`config.mk`:
```
export PLATFORM = sky130hd
export DESIGN_NAME = sadc_ctrl
export DESIGN_NICKNAME = d
export VERILOG_FILES = /design/src/sadc_pkg.sv /design/src/sadc_ctrl.sv
export VERILOG_INCLUDE_DIRS = /design/src
export SDC_FILE = /design/constraint.sdc
export NUM_CORES = 1
export LEC_CHECK = 0
export BUFFER_PORTS_ARGS = -buffer_cell sky130_fd_sc_hd__buf_4
export CORE_ASPECT_RATIO = 0.75
export CORE_MARGIN = 8
export CORE_UTILIZATION = 40
export DETAILED_ROUTE_END_ITERATION = 8
export GPL_TIMING_DRIVEN = 1
export PLACE_DENSITY = 0.72
export SETUP_SLACK_MARGIN = 0.1
export SLEW_MARGIN = 20
export SYNTH_ARGS = -nofsm -noshare
export SYNTH_HDL_FRONTEND = slang
export SYNTH_SLANG_ARGS = --single-unit
```
`constraint.sdc`:
```
create_clock -name clk_sys_i -period 4.7 [get_ports clk_sys_i]
set_clock_uncertainty 0.1 [all_clocks]
set_input_delay 1.175 -clock clk_sys_i [delete_from_list [all_inputs] [get_ports clk_sys_i]]
set_output_delay 1.175 -clock clk_sys_i [all_outputs]
set_load 0.01 [all_outputs]
```
`src/sadc_defines.svh`:
```
`ifndef SADC_DEFINES_SVH
`define SADC_DEFINES_SVH

// register byte offsets on the avalon slave
`define SADC_OFS_RES_LOW 5'h00
`define SADC_OFS_RES_HIGH 5'h04
`define SADC_OFS_INPUT_SEL 5'h08
`define SADC_OFS_CTRL_A 5'h0c
`define SADC_OFS_CTRL_B 5'h10

// input_select_register fields
`define SADC_IS_REF_HI 7
`define SADC_IS_REF_LO 6
`define SADC_IS_LADJ 5
`define SADC_IS_MUX_HI 4
`define SADC_IS_MUX_LO 0

// converter_control_a fields
`define SADC_CA_EN 7
`define SADC_CA_START 6
`define SADC_CA_ATE 5
`define SADC_CA_DONE 4
`define SADC_CA_IE 3
`define SADC_CA_PS_HI 2
`define SADC_CA_PS_LO 0

// converter_control_b fields
`define SADC_CB_HSM 7
`define SADC_CB_TS_HI 2
`define SADC_CB_TS_LO 0

// reset values
`define SADC_RST_BYTE 8'h00
`define SADC_RST_TS 3'h0

// conversion timing, counted in half converter clock cycles
`define SADC_HALF_NORMAL 6'h1a
`define SADC_HALF_FIRST 6'h32
`define SADC_HALF_DIFF_HI 6'h1c
`define SADC_HALF_AUTO 6'h1b
`define SADC_SH_NORMAL 6'h03
`define SADC_SH_FIRST 6'h1b
`define SADC_SH_DIFF_HI 6'h05
`define SADC_SH_AUTO 6'h04

// trigger source code that selects the converter's own completion flag
`define SADC_TS_SELF 3'h0

`endif

```
`src/sadc_pkg.sv`:
```
package sadc_pkg;

    typedef struct packed {
        logic [4:0] address;
        logic read;
        logic write;
        logic [3:0] byteenable;
        logic [31:0] writedata;
    } sadc_avs_req_type;

    typedef struct packed {
        logic [1:0] ref_sel;
        logic [4:0] chan_sel;
        logic analog_on;
        logic sample_hold;
        logic converting;
    } sadc_analog_type;

    typedef enum logic [1:0] {
        SADC_IDLE = 2'b00,
        SADC_CONV = 2'b01
    } sadc_phase_type;

    typedef struct packed {
        logic [6:0] presc;
        logic half_clk;
        logic ack;
        logic [7:0] rdata;
        logic en;
        logic start;
        logic pend;
        logic ate;
        logic done;
        logic ie;
        logic [2:0] ps;
        logic [2:0] ts;
        logic hsm;
        logic [4:0] mux_reg;
        logic [1:0] ref_reg;
        logic ladj;
        logic [4:0] mux_act;
        logic [1:0] ref_act;
        logic [9:0] result;
        logic blocked;
        sadc_phase_type st;
        logic first;
        logic [5:0] halves;
        logic [5:0] total;
        logic [5:0] sh_at;
        logic samp;
        logic [7:0] trig_s1;
        logic [7:0] trig_s2;
        logic [7:0] trig_s3;
        logic [7:0] trig_lvl;
    } sadc_state_type;

endpackage

```
`src/sadc_ctrl.sv`:
```
`timescale 1ns/10ps
`default_nettype none
`include "sadc_defines.svh"
// How it works
// - ten-bit result over two bytes, adjustable justification
// - low-byte read blocks updates until high read
// - blocked completion discards result, still flags done
// - start bit begins conversion, hardware clears it
// - channel change waits for current conversion end
// - auto trigger edge resets prescaler, starts conversion
// - edges during conversion ignored, no level restart
// - trigger flags set unmasked; software clears them
// - own done flag as trigger free-runs
// - start reads one while busy; manual start allowed
// - prescaler runs only while converter enabled
// - manual start waits for next converter clock rise
// - thirteen cycles normal, twenty-five for first
// - sample-hold at 1.5 cycles normal, 13.5 for first
// - completion writes result, sets done, clears start unless free running
// - auto trigger samples two cycles after edge
// - free running restarts at once, start stays high
// - differential start takes 14 when phase high
// - selections applied only while converter enabled
// - channel and gain field drives analog mux
// - reference field drives reference selector
// - selections track, lock during conversion, resume late
// - trigger select is bits 2..0, reset zero
module sadc_ctrl (
    input wire logic clk_sys_i,
    input wire logic rst_n_i,
    input wire sadc_pkg::sadc_avs_req_type avs_i,
    output logic [31:0] avs_readdata_o,
    output logic avs_waitrequest_o,
    input wire logic [7:0] trig_src_i,
    input wire logic [9:0] sar_result_i,
    output sadc_pkg::sadc_analog_type analog_o,
    output logic irq_o
);
    import sadc_pkg::*;

    sadc_state_type q;
    sadc_state_type d;

    // last prescaler count of one converter clock period for a divider code
    function automatic logic [6:0] presc_last(input logic [2:0] ps);
        logic [7:0] ratio;
        ratio = (ps == 3'h0) ? 8'h02 : (8'h01 << ps);
        return 7'(ratio - 8'h01);
    endfunction

    // count at which the converter clock falls, half way through the period
    function automatic logic [6:0] presc_mid(input logic [2:0] ps);
        logic [7:0] ratio;
        ratio = (ps == 3'h0) ? 8'h02 : (8'h01 << ps);
        return 7'((ratio >> 1) - 8'h01);
    endfunction

    logic req;
    logic acc;
    logic rise_tick;
    logic half_tick;
    logic trig_rise;
    logic diff_sel;
    logic finish;
    logic [5:0] halves_nx;
    logic [7:0] low_byte;
    logic [7:0] high_byte;
    logic [7:0] wbyte;

    // avalon handshake: one wait cycle, then the access takes effect
    assign req = avs_i.read | avs_i.write;
    assign acc = req & q.ack;
    assign avs_waitrequest_o = req & ~q.ack;
    assign avs_readdata_o = {24'h000000, q.rdata};
    assign wbyte = avs_i.writedata[7:0];

    // justification applies at read time so a change shows at once
    assign low_byte = q.ladj ? {q.result[1:0], 6'h00} : q.result[7:0];
    assign high_byte = q.ladj ? q.result[9:2] : {6'h00, q.result[9:8]};

    // codes with the upper mux bits set select a differential pair
    assign diff_sel = q.mux_reg[4:3] != 2'h0;

    assign analog_o.ref_sel = q.ref_act;
    assign analog_o.chan_sel = q.mux_act;
    assign analog_o.analog_on = q.en;
    assign analog_o.sample_hold = q.samp;
    assign analog_o.converting = q.st == SADC_CONV;
    assign irq_o = q.done & q.ie;

    // next-state logic for the whole block
    always_comb begin
        d = q;
        d.samp = 1'b0;
        finish = 1'b0;
        halves_nx = q.halves + 6'h01;

        // trigger inputs cross in from other logic: three flops, agree on two
        d.trig_s1 = trig_src_i;
        d.trig_s2 = q.trig_s1;
        d.trig_s3 = q.trig_s2;
        d.trig_lvl = (q.trig_s2 & q.trig_s3) | (q.trig_lvl & (q.trig_s2 | q.trig_s3));
        // a level that stays high gives no new edge until it has dropped again
        trig_rise = d.trig_lvl[q.ts] & ~q.trig_lvl[q.ts];

        // prescaler held at zero while disabled
        rise_tick = q.en && (q.presc == presc_last(q.ps));
        half_tick = q.en && (rise_tick || q.presc == presc_mid(q.ps));
        if (!q.en) begin
            d.presc = 7'h00;
            d.half_clk = 1'b0;
        end else if (rise_tick) begin
            d.presc = 7'h00;
            d.half_clk = ~q.half_clk;
        end else begin
            d.presc = q.presc + 7'h01;
        end

        // register access answer, latched for the cycle waitrequest drops
        d.ack = req & ~q.ack;
        if (req && !q.ack) begin
            unique case (avs_i.address)
                `SADC_OFS_RES_LOW: d.rdata = low_byte;
                `SADC_OFS_RES_HIGH: d.rdata = high_byte;
                `SADC_OFS_INPUT_SEL: d.rdata = {q.ref_reg, q.ladj, q.mux_reg};
                `SADC_OFS_CTRL_A: d.rdata = {q.en, q.start | (q.st == SADC_CONV), q.ate,
                    q.done, q.ie, q.ps};
                `SADC_OFS_CTRL_B: d.rdata = {q.hsm, 4'h0, q.ts};
                default: d.rdata = `SADC_RST_BYTE;
            endcase
        end

        // read side effects on the result bytes
        if (acc && avs_i.read) begin
            if (avs_i.address == `SADC_OFS_RES_LOW) begin
                d.blocked = 1'b1;
            end
            if (avs_i.address == `SADC_OFS_RES_HIGH) begin
                d.blocked = 1'b0;
            end
        end

        // register writes; only the low byte lane carries data
        if (acc && avs_i.write && avs_i.byteenable[0]) begin
            unique case (avs_i.address)
                `SADC_OFS_INPUT_SEL: begin
                    d.ref_reg = wbyte[`SADC_IS_REF_HI:`SADC_IS_REF_LO];
                    d.ladj = wbyte[`SADC_IS_LADJ];
                    d.mux_reg = wbyte[`SADC_IS_MUX_HI:`SADC_IS_MUX_LO];
                end
                `SADC_OFS_CTRL_A: begin
                    d.en = wbyte[`SADC_CA_EN];
                    if (wbyte[`SADC_CA_EN] && !q.en) begin
                        d.first = 1'b1;
                    end
                    d.ate = wbyte[`SADC_CA_ATE];
                    d.ie = wbyte[`SADC_CA_IE];
                    d.ps = wbyte[`SADC_CA_PS_HI:`SADC_CA_PS_LO];
                    if (wbyte[`SADC_CA_DONE]) begin
                        d.done = 1'b0; // write one clears; a same-cycle set wins below
                    end
                    // a start is honoured with or without auto triggering
                    if (wbyte[`SADC_CA_START] && wbyte[`SADC_CA_EN] && q.st == SADC_IDLE) begin
                        d.start = 1'b1;
                        d.pend = 1'b1;
                    end
                end
                `SADC_OFS_CTRL_B: begin
                    d.hsm = wbyte[`SADC_CB_HSM];
                    d.ts = wbyte[`SADC_CB_TS_HI:`SADC_CB_TS_LO];
                end
                default: begin
                end
            endcase
        end

        // conversion sequencer
        unique case (q.st)
            SADC_IDLE: begin
                if (q.en && q.ate && q.ts != `SADC_TS_SELF && trig_rise) begin
                    // the sync flops supply the cpu-cycle delay before the start
                    d.presc = 7'h00;
                    d.half_clk = 1'b0;
                    d.st = SADC_CONV;
                    d.start = 1'b1;
                    d.pend = 1'b0;
                    d.halves = 6'h00;
                    d.total = `SADC_HALF_AUTO;
                    d.sh_at = `SADC_SH_AUTO;
                    d.first = 1'b0;
                end else if (q.pend && rise_tick) begin
                    d.st = SADC_CONV;
                    d.pend = 1'b0;
                    d.halves = 6'h00;
                    d.first = 1'b0;
                    if (q.first) begin
                        d.total = `SADC_HALF_FIRST;
                        d.sh_at = `SADC_SH_FIRST;
                    end else if (diff_sel && q.half_clk) begin
                        d.total = `SADC_HALF_DIFF_HI;
                        d.sh_at = `SADC_SH_DIFF_HI;
                    end else begin
                        d.total = `SADC_HALF_NORMAL;
                        d.sh_at = `SADC_SH_NORMAL;
                    end
                end
            end
            SADC_CONV: begin
                // trigger edges here are simply not looked at
                if (half_tick) begin
                    d.halves = halves_nx;
                    d.samp = halves_nx == q.sh_at;
                    finish = halves_nx == q.total;
                end
                if (finish) begin
                    d.done = 1'b1;
                    if (!q.blocked) begin
                        d.result = sar_result_i;
                    end
                    if (q.ate && q.ts == `SADC_TS_SELF) begin
                        // free running: restart now, start bit stays high
                        d.halves = 6'h00;
                        d.total = (diff_sel && q.half_clk) ? `SADC_HALF_DIFF_HI
                                                           : `SADC_HALF_NORMAL;
                        d.sh_at = (diff_sel && q.half_clk) ? `SADC_SH_DIFF_HI
                                                           : `SADC_SH_NORMAL;
                    end else begin
                        // a trigger still high here starts nothing new
                        d.st = SADC_IDLE;
                        d.start = 1'b0;
                    end
                end
            end
            default: d.st = SADC_IDLE;
        endcase

        // switching off abandons any conversion in flight
        if (!d.en) begin
            d.st = SADC_IDLE;
            d.start = 1'b0;
            d.pend = 1'b0;
        end

        // selections track while enabled and idle or in the last cycle, frozen otherwise
        if (q.en && (q.st == SADC_IDLE || q.halves + 6'h02 >= q.total)) begin
            d.mux_act = q.mux_reg;
            d.ref_act = q.ref_reg;
        end
    end

    // single state register
    always_ff @(posedge clk_sys_i or negedge rst_n_i) begin
        if (!rst_n_i) begin
            q <= '0;
            q.ts <= `SADC_RST_TS;
            q.st <= SADC_IDLE;
        end else begin
            q <= d;
        end
    end

endmodule
`default_nettype wire

```
# Word level (Yosys, flattened, before mapping)
# Index checks and enable logic that the tools add are counted.
# op_classes
n_addsub,5
magnitude_cmp,2
n_eq_ne,15
shift,1
n_mux,53
bitwise_logic,14
n_reduce_logical,36
# ops
operator,count
2-to-1 mux 21 bit,3
2-to-1 mux 8 bit,7
one-hot mux 8 bit (5 select lines),1
2-to-1 mux 18 bit,2
one-hot mux 18 bit (2 select lines),1
2-to-1 mux 1 bit,22
2-to-1 mux 9 bit,2
bitwise AND 8 bit,2
logical AND 1 bit,16
bitwise OR 8 bit,2
== test 7 bit,2
subtractor 7 x 1 -> 7 bit (second input constant),2
== test 6 bit,2
2-to-1 mux 12 bit,1
== test 5 x 4 -> 1 bit (second input constant),2
2-to-1 mux 2 bit,5
AND reduction 2 bit,5
<< shifter 1 x 3 -> 8 bit (first input constant),1
adder 7 x 1 -> 7 bit (second input constant),1
2-to-1 mux 7 bit,1
adder 6 x 1 -> 6 bit (second input constant),1
adder 6 x 2 -> 6 bit (second input constant),1
binary-select mux 1 bit (select 3 bit),2
>= comparator 6 bit,1
25 further kinds,41
# totals
ff_bits,110
output_inout_bits,44
word_cells,156

# Depth between registers and ports, before layout
# logic_depth
depth_word,12
mapped_depth,12
ltp_nobuf,10

# Worst setup path after synthesis
# OpenSTA, ideal clock, no wires.
# synth_path
path_type,register to register
from,register q[86] (netlist name)
to,register q[55] (netlist name)
setup_time_ns,0.125
arrival_time_ns,2.825
t_required_ns,4.475
path_slack_ns,1.650
path_stages_with_launch,11
period_less_slack_ns,3.050
cell_sequence,dfrtp_1 -> clkbuf_1 -> or3_1 -> ha_1 -> xor2_1 -> nand3_1 -> o41ai_4 -> and3_1 -> nor2b_1 -> buf_4 -> mux2_2
# synth_between
elab_chain_len,10
elab_cells_between_ends,13
# synth_rtl
element,line_no,source
start: declaration,sadc_ctrl.sv:41,sadc_state_type q;
zero test 3 bit / << shifter 1 x 3 -> 8 bit (equally long branches),"sadc_ctrl.sv:47, sadc_ctrl.sv:54",
2-to-1 mux 8 bit (*),sadc_ctrl.sv:54,ratio = (ps == 3'h0) ? 8'h02 : (8'h01 << ps);
subtractor 7 x 1 -> 7 bit,sadc_ctrl.sv:48,return 7'(ratio - 8'h01);
== test 7 bit,sadc_ctrl.sv:107,rise_tick = q.en && (q.presc == presc_last(q.ps));
logical AND 1 bit,sadc_ctrl.sv:107,
logical OR 1 bit (*),sadc_ctrl.sv:108,half_tick = q.en && (rise_tick || q.presc == presc_mid(q.ps));
logical AND 1 bit (*),sadc_ctrl.sv:108,
2-to-1 mux 1 bit (*),sadc_ctrl.sv:210,if (half_tick) begin
2-to-1 mux 1 bit (*),sadc_ctrl.sv:178,unique case (q.st)
AND reduction 3 bit (no line) (*),-,
# Every way passes the cells marked *; elsewhere a longest branch is shown, timed or not. The select of a mux whose other input is x is not followed.
# A chain may end at the register's enable or synchronous reset.

# Worst setup path in the final report
# layout_path
from,register q[85] (netlist name)
to,register q[57] (netlist name)
# The elaborated chain is that of the path after synthesis.

==> key figures <==
Logic synthesis
  • Synthesized area: 5220 um^2
  • Unique masters post-synth: 66
  • FF+latch count, synth: 102
  • Cell taking the most area after synthesis: dfrtp_1
  • Cells after Synth: 466
  • Synth top area cells: dfrtp_1 49%, mux2_2 7.8%, buf_4 6.0%
  • Post-synth EDFFs: 0
  • Synth top area share: 48.9%
  • Sequential area share after synthesis: 48.9%
  • Commonest cells post-synth: 102 x dfrtp_1, 42 x buf_4, 36 x mux2_2
  • Asr flop ratio synth: 100%
  • Most common cell in the synthesized netlist: dfrtp_1
  • Syn_area_per_cell: 11.2 um^2
  • YS warnings: 0
  • Ys flop type: dfrtp_1

Critical path
  • R2R Setup Slk: 0.70 ns
  • Setup crit end kind: register
  • Crit Path Category: reg -> reg
  • Reg2reg path depth: 9
  • Max FO, Critical Path: 10
  • Startpoint Class: register
  • Worst EP required: 4.84 ns
  • CP arrival: 4.14 ns

Cells and area
  • Nets: 568
  • Fillers: 1185
  • Antenna cells: 0
  • Area growth from synthesis to layout: 12.0%
  • Layout cells sized above 1: 23.4%

Detailed routing
  • DR vias: 3575
  • DR DRC count: 0
  • Routed vias/inst: 5.33
  • Antenna-violating nets left: 0
  • TritonRoute pass-1 iters: 5
  • DR iter-0 viols: 313
  • Mean routed wirelength per cell: 16.9 um
  • Drt total wl: 11.4 mm

Hold path
  • Hold depth: 0
  • Hold WC Path Type: reg -> reg

Global routing
  • Largest net degree at the start of global routing: 48
  • GRT overflow: 0
  • Antenna violations before repair: 0
  • Number of global-route vias before repair: 3573
  • First-pass GRT wire length: 18.5 mm
  • Total track usage: 13.5%

Pwr
  • Total power: 1.86 mW
  • LEAKAGE: 2.78 nW
  • Power Dens Cells: 318 nW/um^2
  • Peak supply drop: 0.207 mV

STA
  • Fin. max-slew vios: 0
  • Max Fclk: 250 MHz
  • Relative slew slack: 44.5%
  • Worst Max-Slew Pin Slew: 0.831 ns
  • Fin. Hold Viols: 0
  • RSZ-0062 raised after global routing: no
  • Setup-failing EPs final: 0
  • Setup WS post-layout: 0.699 ns
  • Final TNS setup: 0 ns
  • Tcrit/Tclk final: 85.1%
  • Min cycle time layout: 4.00 ns

Job
  • Max_cap viols: 0

Placement
  • Number of buffers added on ports: 54
  • Pre-CTS setup slack: 0.777 ns
  • Sum of net half-perimeters after detailed placement: 8.52 mm
  • Routability Congestion: 0.874

Clock network
  • Clk Latency, worst-skew pair: 0.35 ns
  • Root Driver: clkbuf_16
  • Post-CTS resize count: 0
  • Clk pin slew, worst setup/hold paths: 0.08 ns
  • Setup bufs post-CTS: 0
  • H-tree Lvls: 3
  • Num CTS Buffers: 9
  • Hold buffers post-CTS: 0
  • CTS tree: built
  • Clock sink total: 102
  • Longest Clk Path Bufs: 2

Floorplanning
  • Site Rows: 36
  • Die width: 148 um
  • Core Region: 12900 um^2
  • Die H: 115 um
  • Starting density of the core: 40.5%
  • Die area: 17000 um^2
  • I/O pins: 107

Run status
  • Status: completed
[per-layer routing]
metal,wire length [um],vias to the layer above,GRT usage (%)
li1,-,1662,-
met1,5410,1763,18.9
met2,4950,136,20.2
met3,906,14,4.21
met4,83,0,2.64
met5,0,-,0
[cells by family (layout without fill, tap and decap cells)]
family | count (synthesis) | in the layout | synth area share, %
xor gates and xnor gates | 29 | 29 | 5.42
AOI/OAI and AO/OA | 83 | 83 | 11.7
muxes | 41 | 41 | 8.97
other | 1 | 24 | 0.0719
and+or+nand+nor | 116 | 116 | 12.4
adders and majority gates | 17 | 17 | 3.74
DFF | 102 | 102 | 48.9
buffers and inverters | 77 | 88 | 8.80
[per-stage QoR]
step	util (%)	hold WS, ns	area (um^2)	cells
5_1_grt	45.4	0.265	5840	671
4_1_cts	45.4	0.252	5840	671
3_3_place_gp	43.0	0.233	5540	655
2_1_floorplan	-	0.231	5310	489
6_report	45.4	0.252	5840	671
3_5_place_dp	43.0	0.235	5540	655
[path summary, 6_finish.rpt]
check,end,from
min in group asynchronous,analog_o[1]$_DFF_PN0_,rst_n_i
worst max-delay path,q[57]$_DFFE_PN0P_,q[85]$_DFFE_PN0P_
max in group asynchronous,q[4]$_DFF_PN0_,rst_n_i
worst min register to register,d[15]$_DFF_PN0_,d[23]$_DFF_PN0_
worst min-delay path,d[15]$_DFF_PN0_,d[23]$_DFF_PN0_
worst max register to register,q[57]$_DFFE_PN0P_,q[85]$_DFFE_PN0P_
[final cells by class]
cell class              instances  area (um^2)  share of cell area, %
clock buffers                   9          225                   3.85
flip-flops and latches        102         2550                   43.7
inverters                      16         60.1                   1.03
repair buffers                 56          420                   7.19
clock inverters                 7         77.6                   1.33
well taps                     171          214                   3.66
multi-input cells             310         2290                   39.3
[registers in the layout (all words and copies together) (netlist names)]
| name | count |
|---|---|
| analog_o | 9 |
| avs_readdata_o | 8 |
| d | 14 |
| q | 71 |
[critical path: stages (launching register included)]
cell	delay [ns]
dfrtp_1	0.52
inv_1	0.17
or3_1	0.39
ha_1	0.34
xor2_1	0.16
nand3_1	0.15
o41ai_4	0.57
and3_1	0.36
nor2b_1	0.71
mux2_2	0.42
[layout by cell type (no fill, tap or decap), types with 3 or more instances in the layout]
| master | Yosys | routed |
|---|---|---|
| a22oi_1 | 12 | 12 |
| or3_1 | 3 | 3 |
| xnor2_1 | 13 | 13 |
| nand2b_1 | 7 | 7 |
| mux2_2 | 36 | 36 |
| nand2_1 | 20 | 20 |
| o31ai_1 | 3 | 3 |
| and3_1 | 4 | 4 |
| mux2i_1 | 4 | 4 |
| buf_4 | 42 | 56 |
| and2_1 | 4 | 4 |
| o22ai_1 | 4 | 4 |
| nand3b_1 | 3 | 3 |
| a21oi_1 | 14 | 14 |
| conb_1 | 1 | 24 |
| dfrtp_1 | 102 | 102 |
| a21o_1 | 4 | 4 |
| clkbuf_16 | 0 | 9 |
| nor2_1 | 22 | 22 |
| nand4_1 | 3 | 3 |
| and4_1 | 3 | 3 |
| maj3_1 | 7 | 7 |
| nor2b_1 | 4 | 4 |
| o21ai_0 | 13 | 13 |
| a22o_1 | 8 | 8 |
| ha_1 | 10 | 10 |
| inv_1 | 15 | 15 |
| xor2_1 | 14 | 14 |
| nor3_1 | 14 | 14 |
| nand4b_1 | 4 | 4 |
| nand3_1 | 11 | 11 |
[report_power, final]
| group | switching, mW | leakage [nW] | internal, mW |
|---|---|---|---|
| combinational | 0.0884 | 1.30 | 0.0788 |
| sequential | 0.0425 | 1.34 | 0.918 |
| clock | 0.357 | 0.144 | 0.377 |
(Power assumes the default switching activity.)
